===== config.mk =====
export PLATFORM = sky130hd
export DESIGN_NAME = remote_limit_compare_regs
export DESIGN_NICKNAME = d
export VERILOG_FILES = /design/src/pkg/remote_limit_pkg.sv /design/src/rtl/remote_limit_compare_regs.sv /design/src/rtl/remote_compare.sv
export VERILOG_INCLUDE_DIRS = /design/src /design/src/pkg
export SDC_FILE = /design/constraint.sdc
export NUM_CORES = 1
export LEC_CHECK = 0
export ABC_CLOCK_PERIOD_IN_PS = 3800
export BUFFER_PORTS_ARGS = -buffer_cell sky130_fd_sc_hd__buf_2
export CAP_MARGIN = 15
export CORE_UTILIZATION = 50
export CTS_CLUSTER_DIAMETER = 40
export DETAILED_ROUTE_END_ITERATION = 7
export PLACE_DENSITY = 0.72
export SKIP_CTS_REPAIR_TIMING = 1
export SLEW_MARGIN = 20
export SYNTH_ARGS = -nofsm -noshare
export SYNTH_HDL_FRONTEND = slang
export SYNTH_SLANG_ARGS = --single-unit

===== constraint.sdc =====
create_clock -name clk -period 3.8 [get_ports clk]
set_input_delay 0.76 -clock clk [delete_from_list [all_inputs] [get_ports clk]]
set_output_delay 0.76 -clock clk [all_outputs]
set_load 0.01 [all_outputs]

===== src/pkg/remote_limit_regs.svh =====
// Register offsets, field positions, reset values for the remote limit block.
// Assumes nothing of the includer's scope; it holds only macros.
`ifndef REMOTE_LIMIT_REGS_SVH
`define REMOTE_LIMIT_REGS_SVH

// ----------------------------------------
// Register offsets
// ----------------------------------------
`define LOW_UPPER_ADDR 8'h08
`define LOW_UPPER_ALT_ADDR 8'h0E
`define LOW_LOWER_ADDR 8'h14
`define CRIT_LIMIT_ADDR 8'h19
`define CRIT_HYST_ADDR 8'h21
`define FILTER_CTRL_ADDR 8'hBF

// ----------------------------------------
// Reset values
// ----------------------------------------
`define LOW_UPPER_RST 8'h00
`define LOW_FRAC_RST 3'h0
`define CRIT_LIMIT_RST 8'h6E
`define CRIT_HYST_RST 7'h0A
`define FILTER_SEL_RST 2'h0
`define CMP_MODE_RST 1'h0

// ----------------------------------------
// Field positions and filter codes
// ----------------------------------------
`define LOW_FRAC_HI 7
`define LOW_FRAC_LO 5
`define HYST_HI 6
`define FILTER_SEL_HI 2
`define FILTER_SEL_LO 1
`define CMP_MODE_BIT 0
`define FILTER_OFF 2'h0
`define FILTER_MAX 2'h3

`endif


===== src/pkg/remote_limit_pkg.sv =====
// Types shared by the remote limit block.
// Assumes nothing of its surroundings.
package remote_limit_pkg;

   // ----------------------------------------
   // Whole state of the limit block
   // ----------------------------------------
   typedef struct packed {
      logic [7:0] low_upper;
      logic [2:0] low_frac;
      logic [7:0] crit;
      logic [6:0] hyst;
      logic [1:0] filt;
      logic cmp_mode;
      logic locked;
      logic critical_shutdown_output;
      logic cond_crit;
      logic cond_low;
      logic crit_flag;
      logic low_flag;
      logic alert;
      logic [7:0] rdata;
   } limit_state_s;

endpackage


===== src/rtl/remote_limit_compare_regs.sv =====
// Remote limit registers, critical lock, shutdown and alert generation.
// Assumes the serial bus engine, configuration registers and converter all
// run on clk; their strobes arrive as single-cycle pulses.
`timescale 1ns/1ps
`include "remote_limit_regs.svh"
module remote_limit_compare_regs
   import remote_limit_pkg::*;
(
   // Clock and reset
   input wire logic clk,
   input wire logic rst_n,
   // Register access from the serial bus engine
   input wire logic [7:0] reg_addr,
   input wire logic [7:0] reg_wdata,
   input wire logic reg_wr,
   input wire logic reg_rd,
   output logic [7:0] reg_rdata,
   // Configuration bits held elsewhere
   input wire logic limit_override,
   input wire logic unsigned_format_select,
   // Conversion results
   input wire logic conv_valid,
   input wire logic [10:0] conv_temp,
   // Alarm status read strobe
   input wire logic status_read,
   // Status and pins
   output logic remote_critical_flag,
   output logic remote_low_flag,
   output logic critical_limit_locked,
   output logic [1:0] filter_select,
   output logic filter_enable,
   output logic filter_maximum,
   output logic comparator_mode_select,
   output logic critical_shutdown_n,
   output logic alert_n
);

   // ----------------------------------------
   // State
   // ----------------------------------------
   limit_state_s s_q;
   limit_state_s s_d;

   logic above_crit;
   logic below_low;
   logic below_release;
   logic wr_low_upper;
   logic wr_low_lower;
   logic wr_crit;
   logic wr_hyst;
   logic wr_filt;
   logic [7:0] rd_mux;

   // ----------------------------------------
   // Comparison of the incoming result
   // ----------------------------------------
   remote_compare i_remote_compare (
      .temp(conv_temp),
      .low_limit({s_q.low_upper, s_q.low_frac}),
      .crit_limit(s_q.crit),
      .hyst(s_q.hyst),
      .unsigned_format_select(unsigned_format_select),
      .above_crit(above_crit),
      .below_low(below_low),
      .below_release(below_release)
   );

   // ----------------------------------------
   // Address decode
   // ----------------------------------------
   // Low limit upper byte answers at both of its addresses
   assign wr_low_upper = reg_wr && ((reg_addr == `LOW_UPPER_ADDR) ||
                         (reg_addr == `LOW_UPPER_ALT_ADDR));
   assign wr_low_lower = reg_wr && (reg_addr == `LOW_LOWER_ADDR);
   assign wr_crit = reg_wr && (reg_addr == `CRIT_LIMIT_ADDR);
   assign wr_hyst = reg_wr && (reg_addr == `CRIT_HYST_ADDR);
   assign wr_filt = reg_wr && (reg_addr == `FILTER_CTRL_ADDR);

   // Read multiplexer; unmapped addresses return zero
   always_comb begin
      unique case (reg_addr)
         `LOW_UPPER_ADDR,
         `LOW_UPPER_ALT_ADDR: begin
            rd_mux = s_q.low_upper;
         end
         `LOW_LOWER_ADDR: begin
            rd_mux = {s_q.low_frac, 5'b0_0000};
         end
         `CRIT_LIMIT_ADDR: begin
            rd_mux = s_q.crit;
         end
         `CRIT_HYST_ADDR: begin
            rd_mux = {1'b0, s_q.hyst};
         end
         `FILTER_CTRL_ADDR: begin
            // Bits 7:6 and 5:3 are not stored
            rd_mux = {5'b0_0000, s_q.filt, s_q.cmp_mode};
         end
         default: begin
            rd_mux = 8'h00;
         end
      endcase
   end

   // ----------------------------------------
   // Next state
   // ----------------------------------------
   always_comb begin
      s_d = s_q;

      // Register writes
      if (wr_low_upper) begin
         s_d.low_upper = reg_wdata;
      end
      if (wr_low_lower) begin
         // Low bits dropped, so they can never read back nonzero
         s_d.low_frac = reg_wdata[`LOW_FRAC_HI:`LOW_FRAC_LO];
      end
      // A locked limit ignores writes until the next reset
      if (wr_crit && !s_q.locked) begin
         s_d.crit = reg_wdata;
         if (!limit_override) begin
            s_d.locked = 1'b1;
         end
      end
      if (wr_hyst) begin
         s_d.hyst = reg_wdata[`HYST_HI:0];
      end
      if (wr_filt) begin
         // Bits 7:6 are expected zero and are not kept
         s_d.filt = reg_wdata[`FILTER_SEL_HI:`FILTER_SEL_LO];
         s_d.cmp_mode = reg_wdata[`CMP_MODE_BIT];
      end

      // Read data held until the next read
      if (reg_rd) begin
         s_d.rdata = rd_mux;
      end

      // Status read clears flags whose condition has gone
      if (status_read && !s_q.cond_crit) begin
         s_d.crit_flag = 1'b0;
      end
      if (status_read && !s_q.cond_low) begin
         s_d.low_flag = 1'b0;
      end

      // Conversion result; set wins over a same-cycle clear
      if (conv_valid) begin
         s_d.cond_crit = above_crit;
         s_d.cond_low = below_low;
         if (above_crit) begin
            s_d.crit_flag = 1'b1;
            s_d.critical_shutdown_output = 1'b1;
         end else if (below_release) begin
            s_d.critical_shutdown_output = 1'b0;
         end
         if (below_low) begin
            s_d.low_flag = 1'b1;
         end
      end

      // Alert: follows the live condition or the latched flags
      if (s_d.cmp_mode) begin
         s_d.alert = s_d.cond_crit || s_d.cond_low;
      end else begin
         s_d.alert = s_d.crit_flag || s_d.low_flag;
      end
   end

   // ----------------------------------------
   // State register
   // ----------------------------------------
   always_ff @(posedge clk or negedge rst_n) begin
      if (!rst_n) begin
         s_q <= '{
            low_upper: `LOW_UPPER_RST,
            low_frac: `LOW_FRAC_RST,
            crit: `CRIT_LIMIT_RST,
            hyst: `CRIT_HYST_RST,
            filt: `FILTER_SEL_RST,
            cmp_mode: `CMP_MODE_RST,
            locked: 1'b0,
            critical_shutdown_output: 1'b0,
            cond_crit: 1'b0,
            cond_low: 1'b0,
            crit_flag: 1'b0,
            low_flag: 1'b0,
            alert: 1'b0,
            rdata: 8'h00
         };
      end else begin
         s_q <= s_d;
      end
   end

   // ----------------------------------------
   // Outputs
   // ----------------------------------------
   assign reg_rdata = s_q.rdata;
   assign remote_critical_flag = s_q.crit_flag;
   assign remote_low_flag = s_q.low_flag;
   assign critical_limit_locked = s_q.locked;
   assign filter_select = s_q.filt;
   // Codes 01 and 10 give the same minimal level
   assign filter_enable = (s_q.filt != `FILTER_OFF);
   assign filter_maximum = (s_q.filt == `FILTER_MAX);
   assign comparator_mode_select = s_q.cmp_mode;
   assign critical_shutdown_n = ~s_q.critical_shutdown_output;
   assign alert_n = ~s_q.alert;

endmodule


===== src/rtl/remote_compare.sv =====
// Combinational comparison of one conversion result against the limits.
// Assumes temperatures in 8.3 fixed point, integer byte over three fractions.
`timescale 1ns/1ps
module remote_compare (
   // Conversion and limits
   input wire logic [10:0] temp,
   input wire logic [10:0] low_limit,
   input wire logic [7:0] crit_limit,
   input wire logic [6:0] hyst,
   input wire logic unsigned_format_select,
   // Results
   output logic above_crit,
   output logic below_low,
   output logic below_release
);

   logic [12:0] temp_x;
   logic [12:0] crit_x;
   logic [12:0] low_x;
   logic [12:0] release_x;

   // Thirteen bits so limit minus hysteresis never wraps
   always_comb begin
      if (unsigned_format_select) begin
         temp_x = {2'b00, temp};
         crit_x = {2'b00, crit_limit, 3'b000};
      end else begin
         temp_x = {{2{temp[10]}}, temp};
         crit_x = {{2{crit_limit[7]}}, crit_limit, 3'b000};
      end
      low_x = {{2{low_limit[10]}}, low_limit};
      release_x = crit_x - {3'b000, hyst, 3'b000};
      above_crit = $signed(temp_x) > $signed(crit_x);
      below_low = $signed(temp_x) < $signed(low_x);
      below_release = $signed(temp_x) < $signed(release_x);
   end

endmodule


# Yosys cells after proc, flatten, opt, wreduce, memory -nomap -nowiden
# Cells that the tools add are included.
# classes
magnitude_cmp,3
n_reduce_logical,19
n_bitwise,3
eq_ne,7
n_addsub,1
muxes,12
# op_table
op,count
$pmux W8 S5,1
$mux W13,2
$eq A8 B4 Y1 const B,2
$eq A8 B5 Y1 const B,2
$gt A13 B13 Y1,1
$lt A13 B11 Y1,1
$lt A13 B13 Y1,1
$sub A13 B10 Y13,1
$eq A8 B6 Y1 const B,1
$eq A8 B8 Y1 const B,1
$logic_and A1 B1 Y1,8
$mux W1,8
$mux W4,1
$reduce_and A2 Y1,2
$reduce_bool A2 Y1,2
$logic_not A1 Y1,3
$logic_or A1 B1 Y1,3
$not A1 Y1,3
$eq A2 B2 Y1 const B,1
$reduce_or A2 Y1,1
# totals
output_inout_bits,18
wordCells,59
reg_bits,44
inputBits,35

# Longest topological paths before layout
# depth
word_depth,7
mapped_depth,14

# Modules after synthesis
# A second synthesis with hierarchy kept.
# hier_totals
cells_unflattened,313
hier_area_um2,3149.3
# by_module_without_submodules
mod,seq_area_each_um2,cells_each,area_per_inst_um2,n_inst
remote_limit_compare_regs,1109.8,169,2077.0,1
remote_compare,0.0,144,1072.3,1

# Worst setup path after synthesis
# OpenSTA, ideal clock, no wires.
# synth_timing
kind,reg-to-reg
from,register s_q[19] in the netlist's numbering
to,register s_q[13] in the netlist's numbering
t_arrival_ns,2.605
setup_slack_ns,1.067
synth_period_minus_slack_ns,2.733
setup_time_ns,0.128
stages_incl_launch_ff,13
path_cell_list,dfstp_2 inv_1 fa_1 a21o_1 a21oi_1 nor2_1 o311ai_0 a21oi_1 ha_1 nor3b_1 nand3b_1 o211ai_1 o21ai_0
# synth_via
elab_chain_len,4
# synth_rtl
element,line_no,text
"start, declared",remote_limit_compare_regs.sv:41,limit_state_s s_q;
"start signal, assigned",remote_limit_compare_regs.sv:176,s_q <= '{
$sub A13 B10 Y13,remote_compare.sv:32,"release_x = crit_x - {3'b000, hyst, 3'b000};"
$lt A13 B13 Y1,remote_compare.sv:35,below_release = $signed(temp_x) < $signed(release_x);
$reduce_bool A2 Y1 (no line),n/a,
$reduce_and A2 Y1 (no line),n/a,
# No other way between the ends.
# A chain may end at the register's enable or synchronous reset.

# Final worst setup path
# layout_timing
from,register s_q[25] in the netlist's numbering
to,register s_q[13] in the netlist's numbering
# layout_via
elab_chain_len,5
# layout_rtl
element,line_no,text
$mux W13 (*),remote_compare.sv:24,if (unsigned_format_select) begin
$sub A13 B10 Y13,remote_compare.sv:32,
$lt A13 B13 Y1,remote_compare.sv:35,
$reduce_bool A2 Y1 (no line),n/a,
$reduce_and A2 Y1 (no line),n/a,
# Every way passes the cells marked *; elsewhere a longest branch is shown, timed or not.

==> impl_metrics.json <==
{
  "ys_seq_area_frac": 0.3595,
  "nFillCells": 512,
  "relSlewSlack": 0.5810,
  "die_y_um": 80.57,
  "die_w_um": 80.57,
  "rows": 28,
  "layout_common_cells": "buf_2 (52), inv_1 (45), dfrtp_1 (37)",
  "utilization": 0.5949,
  "cp_slowest_cell": "o311ai_0",
  "numCtsBuffers": 5,
  "syn-num-nets": 369,
  "io_buffer_count": 52,
  "grt_pass1_vias": 2326,
  "antenna_found_initial": 0,
  "timing_hold_violations_final": 0,
  "drive_above_1_share": 0.3181,
  "worst-path-max-fanout": 4,
  "num_antenna_cells": 0,
  "setup_viol": 0,
  "first_pass_iters": 5,
  "crit_chain": "inv_1 > ha_1 > inv_1 > fa_1 > a21o_1 > a21oi_1 > nor2_1 > o311ai_0 > a21oi_1 > ha_1 > nor3b_1 > nand3b_1 > o211ai_1 > o21ai_0",
  "clk_latency_ps": 300,
  "place_hpwl_um": 5315,
  "fin_crit_sh": 0.8337,
  "syn_inst": 297,
  "grt_max_degree": 45,
  "clk_root_buffer_cell": "clkbuf_8",
  "nNetsFinal": 420,
  "routed_wirelength_um": 6867,
  "synth_area_per_cell_um2": 10.39,
  "dieArea_um2": 6492,
  "cp.required_ps": 3990,
  "grt_usage": 0.2295,
  "drc": 0,
  "finClkSkew_ps": 3.833,
  "ys_types": 53,
  "drt_iter0_markers": 76,
  "path_buf_inv": 2,
  "synth-edff-count": 0,
  "final.setup.tns_ps": 0,
  "fin_cells": 424,
  "startpoint_type": "flip-flop",
  "ys_ff_latch": 44,
  "layout_commonest_cell": "buf_2",
  "wl_per_cell_um": 16.20,
  "min_period_ps": 3168,
  "rsz0062_at_grt": "no",
  "routabilityCongestion": 0.8919,
  "async_flop_share": 1.000,
  "cts_tree": "done",
  "grt_pass1_wl_um": 11140,
  "criticalPathCategory": "reg2reg",
  "clk_path_buf_depth": 2,
  "dp_slack_ps": 649.5,
  "critPathMaxStageDelay_ps": 460,
  "place_area_um2": 3373,
  "maxClockFrequency_mhz": 315.6,
  "fin_area_um2": 3522,
  "core_area_um2": 5921,
  "crit_family": "compound AO/OA/AOI/OAI gates",
  "p_total_mw": 1.231,
  "netlist_area_um2": 3087,
  "placed_cells": 415,
  "htreeDepth": 2,
  "crit_path_end_kind": "flip-flop",
  "via_count": 2400,
  "initial_core_util": 0.5213,
  "drv_slew": 0,
  "status": "finished, final reports clean",
  "multi_input_area_um2": 1718,
  "fin_ws_ps": 631.8,
  "via_per_inst": 5.660,
  "min_path_type": "in2async",
  "cap_violations": 0,
  "p_per_area_nw_per_um2": 349.4,
  "numClockSinks": 44,
  "ir_drop_mv": 0.1649,
  "timing.hold.ws_ps": 415.9,
  "io_pins": 53,
  "gr-total-overflow": 0,
  "layout.area.seq_um2": 1110,
  "ant_nets": 0,
  "syn_to_final_growth_pct": 14.11,
  "worst_pin_slew_ps": 625.9,
  "synth_flop_cell": "dfrtp_1",
  "p_leak_nw": 1.697,
  "clk_pin_slew_ps": 90,
  "ys_warn_count": 0,
  "crit_arrival_ps": 3360
}
## layout make-up
class                   instances  share of cell area
multi-input cells             196              0.4877
clock buffers                   6             0.02345
inverters                      45             0.04796
well taps                      75             0.02664
clock inverters                 2             0.01101
flip-flops and latches         44              0.3151
repair buffers                 56             0.08810
## sequential cells by signal (all words and copies together) (netlist names)
name	count
remote_critical_flag	1
comparator_mode_select	1
critical_limit_locked	1
remote_low_flag	1
s_q	30
filter_select	2
reg_rdata	8
## Yosys cell counts (all sizes together), types with 5 or more instances
cell	instances	area, um^2
inv	45	168.9
dfrtp	37	925.9
ha	36	450.4
mux2	29	356.6
nor2	14	52.55
buf	12	90.08
o21ai	12	63.81
a21oi	10	50.05
nand2	10	42.54
a222oi	8	80.08
o22ai	8	50.05
a21o	7	52.55
dfstp	7	183.9
a21boi	5	37.54
## where the power goes
part | leakage, nW | internal, mW | switching, mW
clock | 0.0614 | 0.215 | 0.174
sequential | 0.568 | 0.502 | 0.0276
combinational | 1.07 | 0.148 | 0.164
total | 1.70 | 0.865 | 0.365
## path summary, 6_finish.rpt
kind	start	endpoint	slack (ps)	cells after the start
hold / removal	rst_n	s_q[12]	420	1
setup reg to reg	s_q[25]	s_q[13]	630	14
min in group clk	critical_limit_locked	critical_limit_locked	510	1
setup / recovery	s_q[25]	s_q[13]	630	14
max in group asynchronous	rst_n	s_q[30]	2810	2
hold reg to reg	critical_limit_locked	critical_limit_locked	510	1
## cell families (layout without fill, tap and decap cells)
logic type	after synthesis	count (layout)	share of synthesized area
AOI/OAI and AO/OA	68	68	0.1548
DFF	44	44	0.3595
xor gates and xnor gates	6	6	0.01702
muxes	30	30	0.1188
adders and majority gates	37	37	0.1524
and+or+nand+nor	55	55	0.1135
buffers and inverters	57	109	0.08390
## worst register-to-register path, stage by stage, from the launching register on
cell      delay, ps
dfrtp_1         430
inv_1            80
ha_1            160
inv_1            60
fa_1            390
a21o_1          170
a21oi_1         290
nor2_1           70
o311ai_0        460
a21oi_1         150
ha_1            200
nor3b_1         290
nand3b_1        120
o211ai_1        100
o21ai_0         100
## metal layers
metal,GRT usage,up-vias,wire length [um]
met5,0,-,0
met4,0.07857,0,64
li1,-,1168,-
met2,0.3924,56,3381
met1,0.2968,1170,3107
met3,0.02841,6,313
Note: power is estimated with default switching activity, not from simulation.
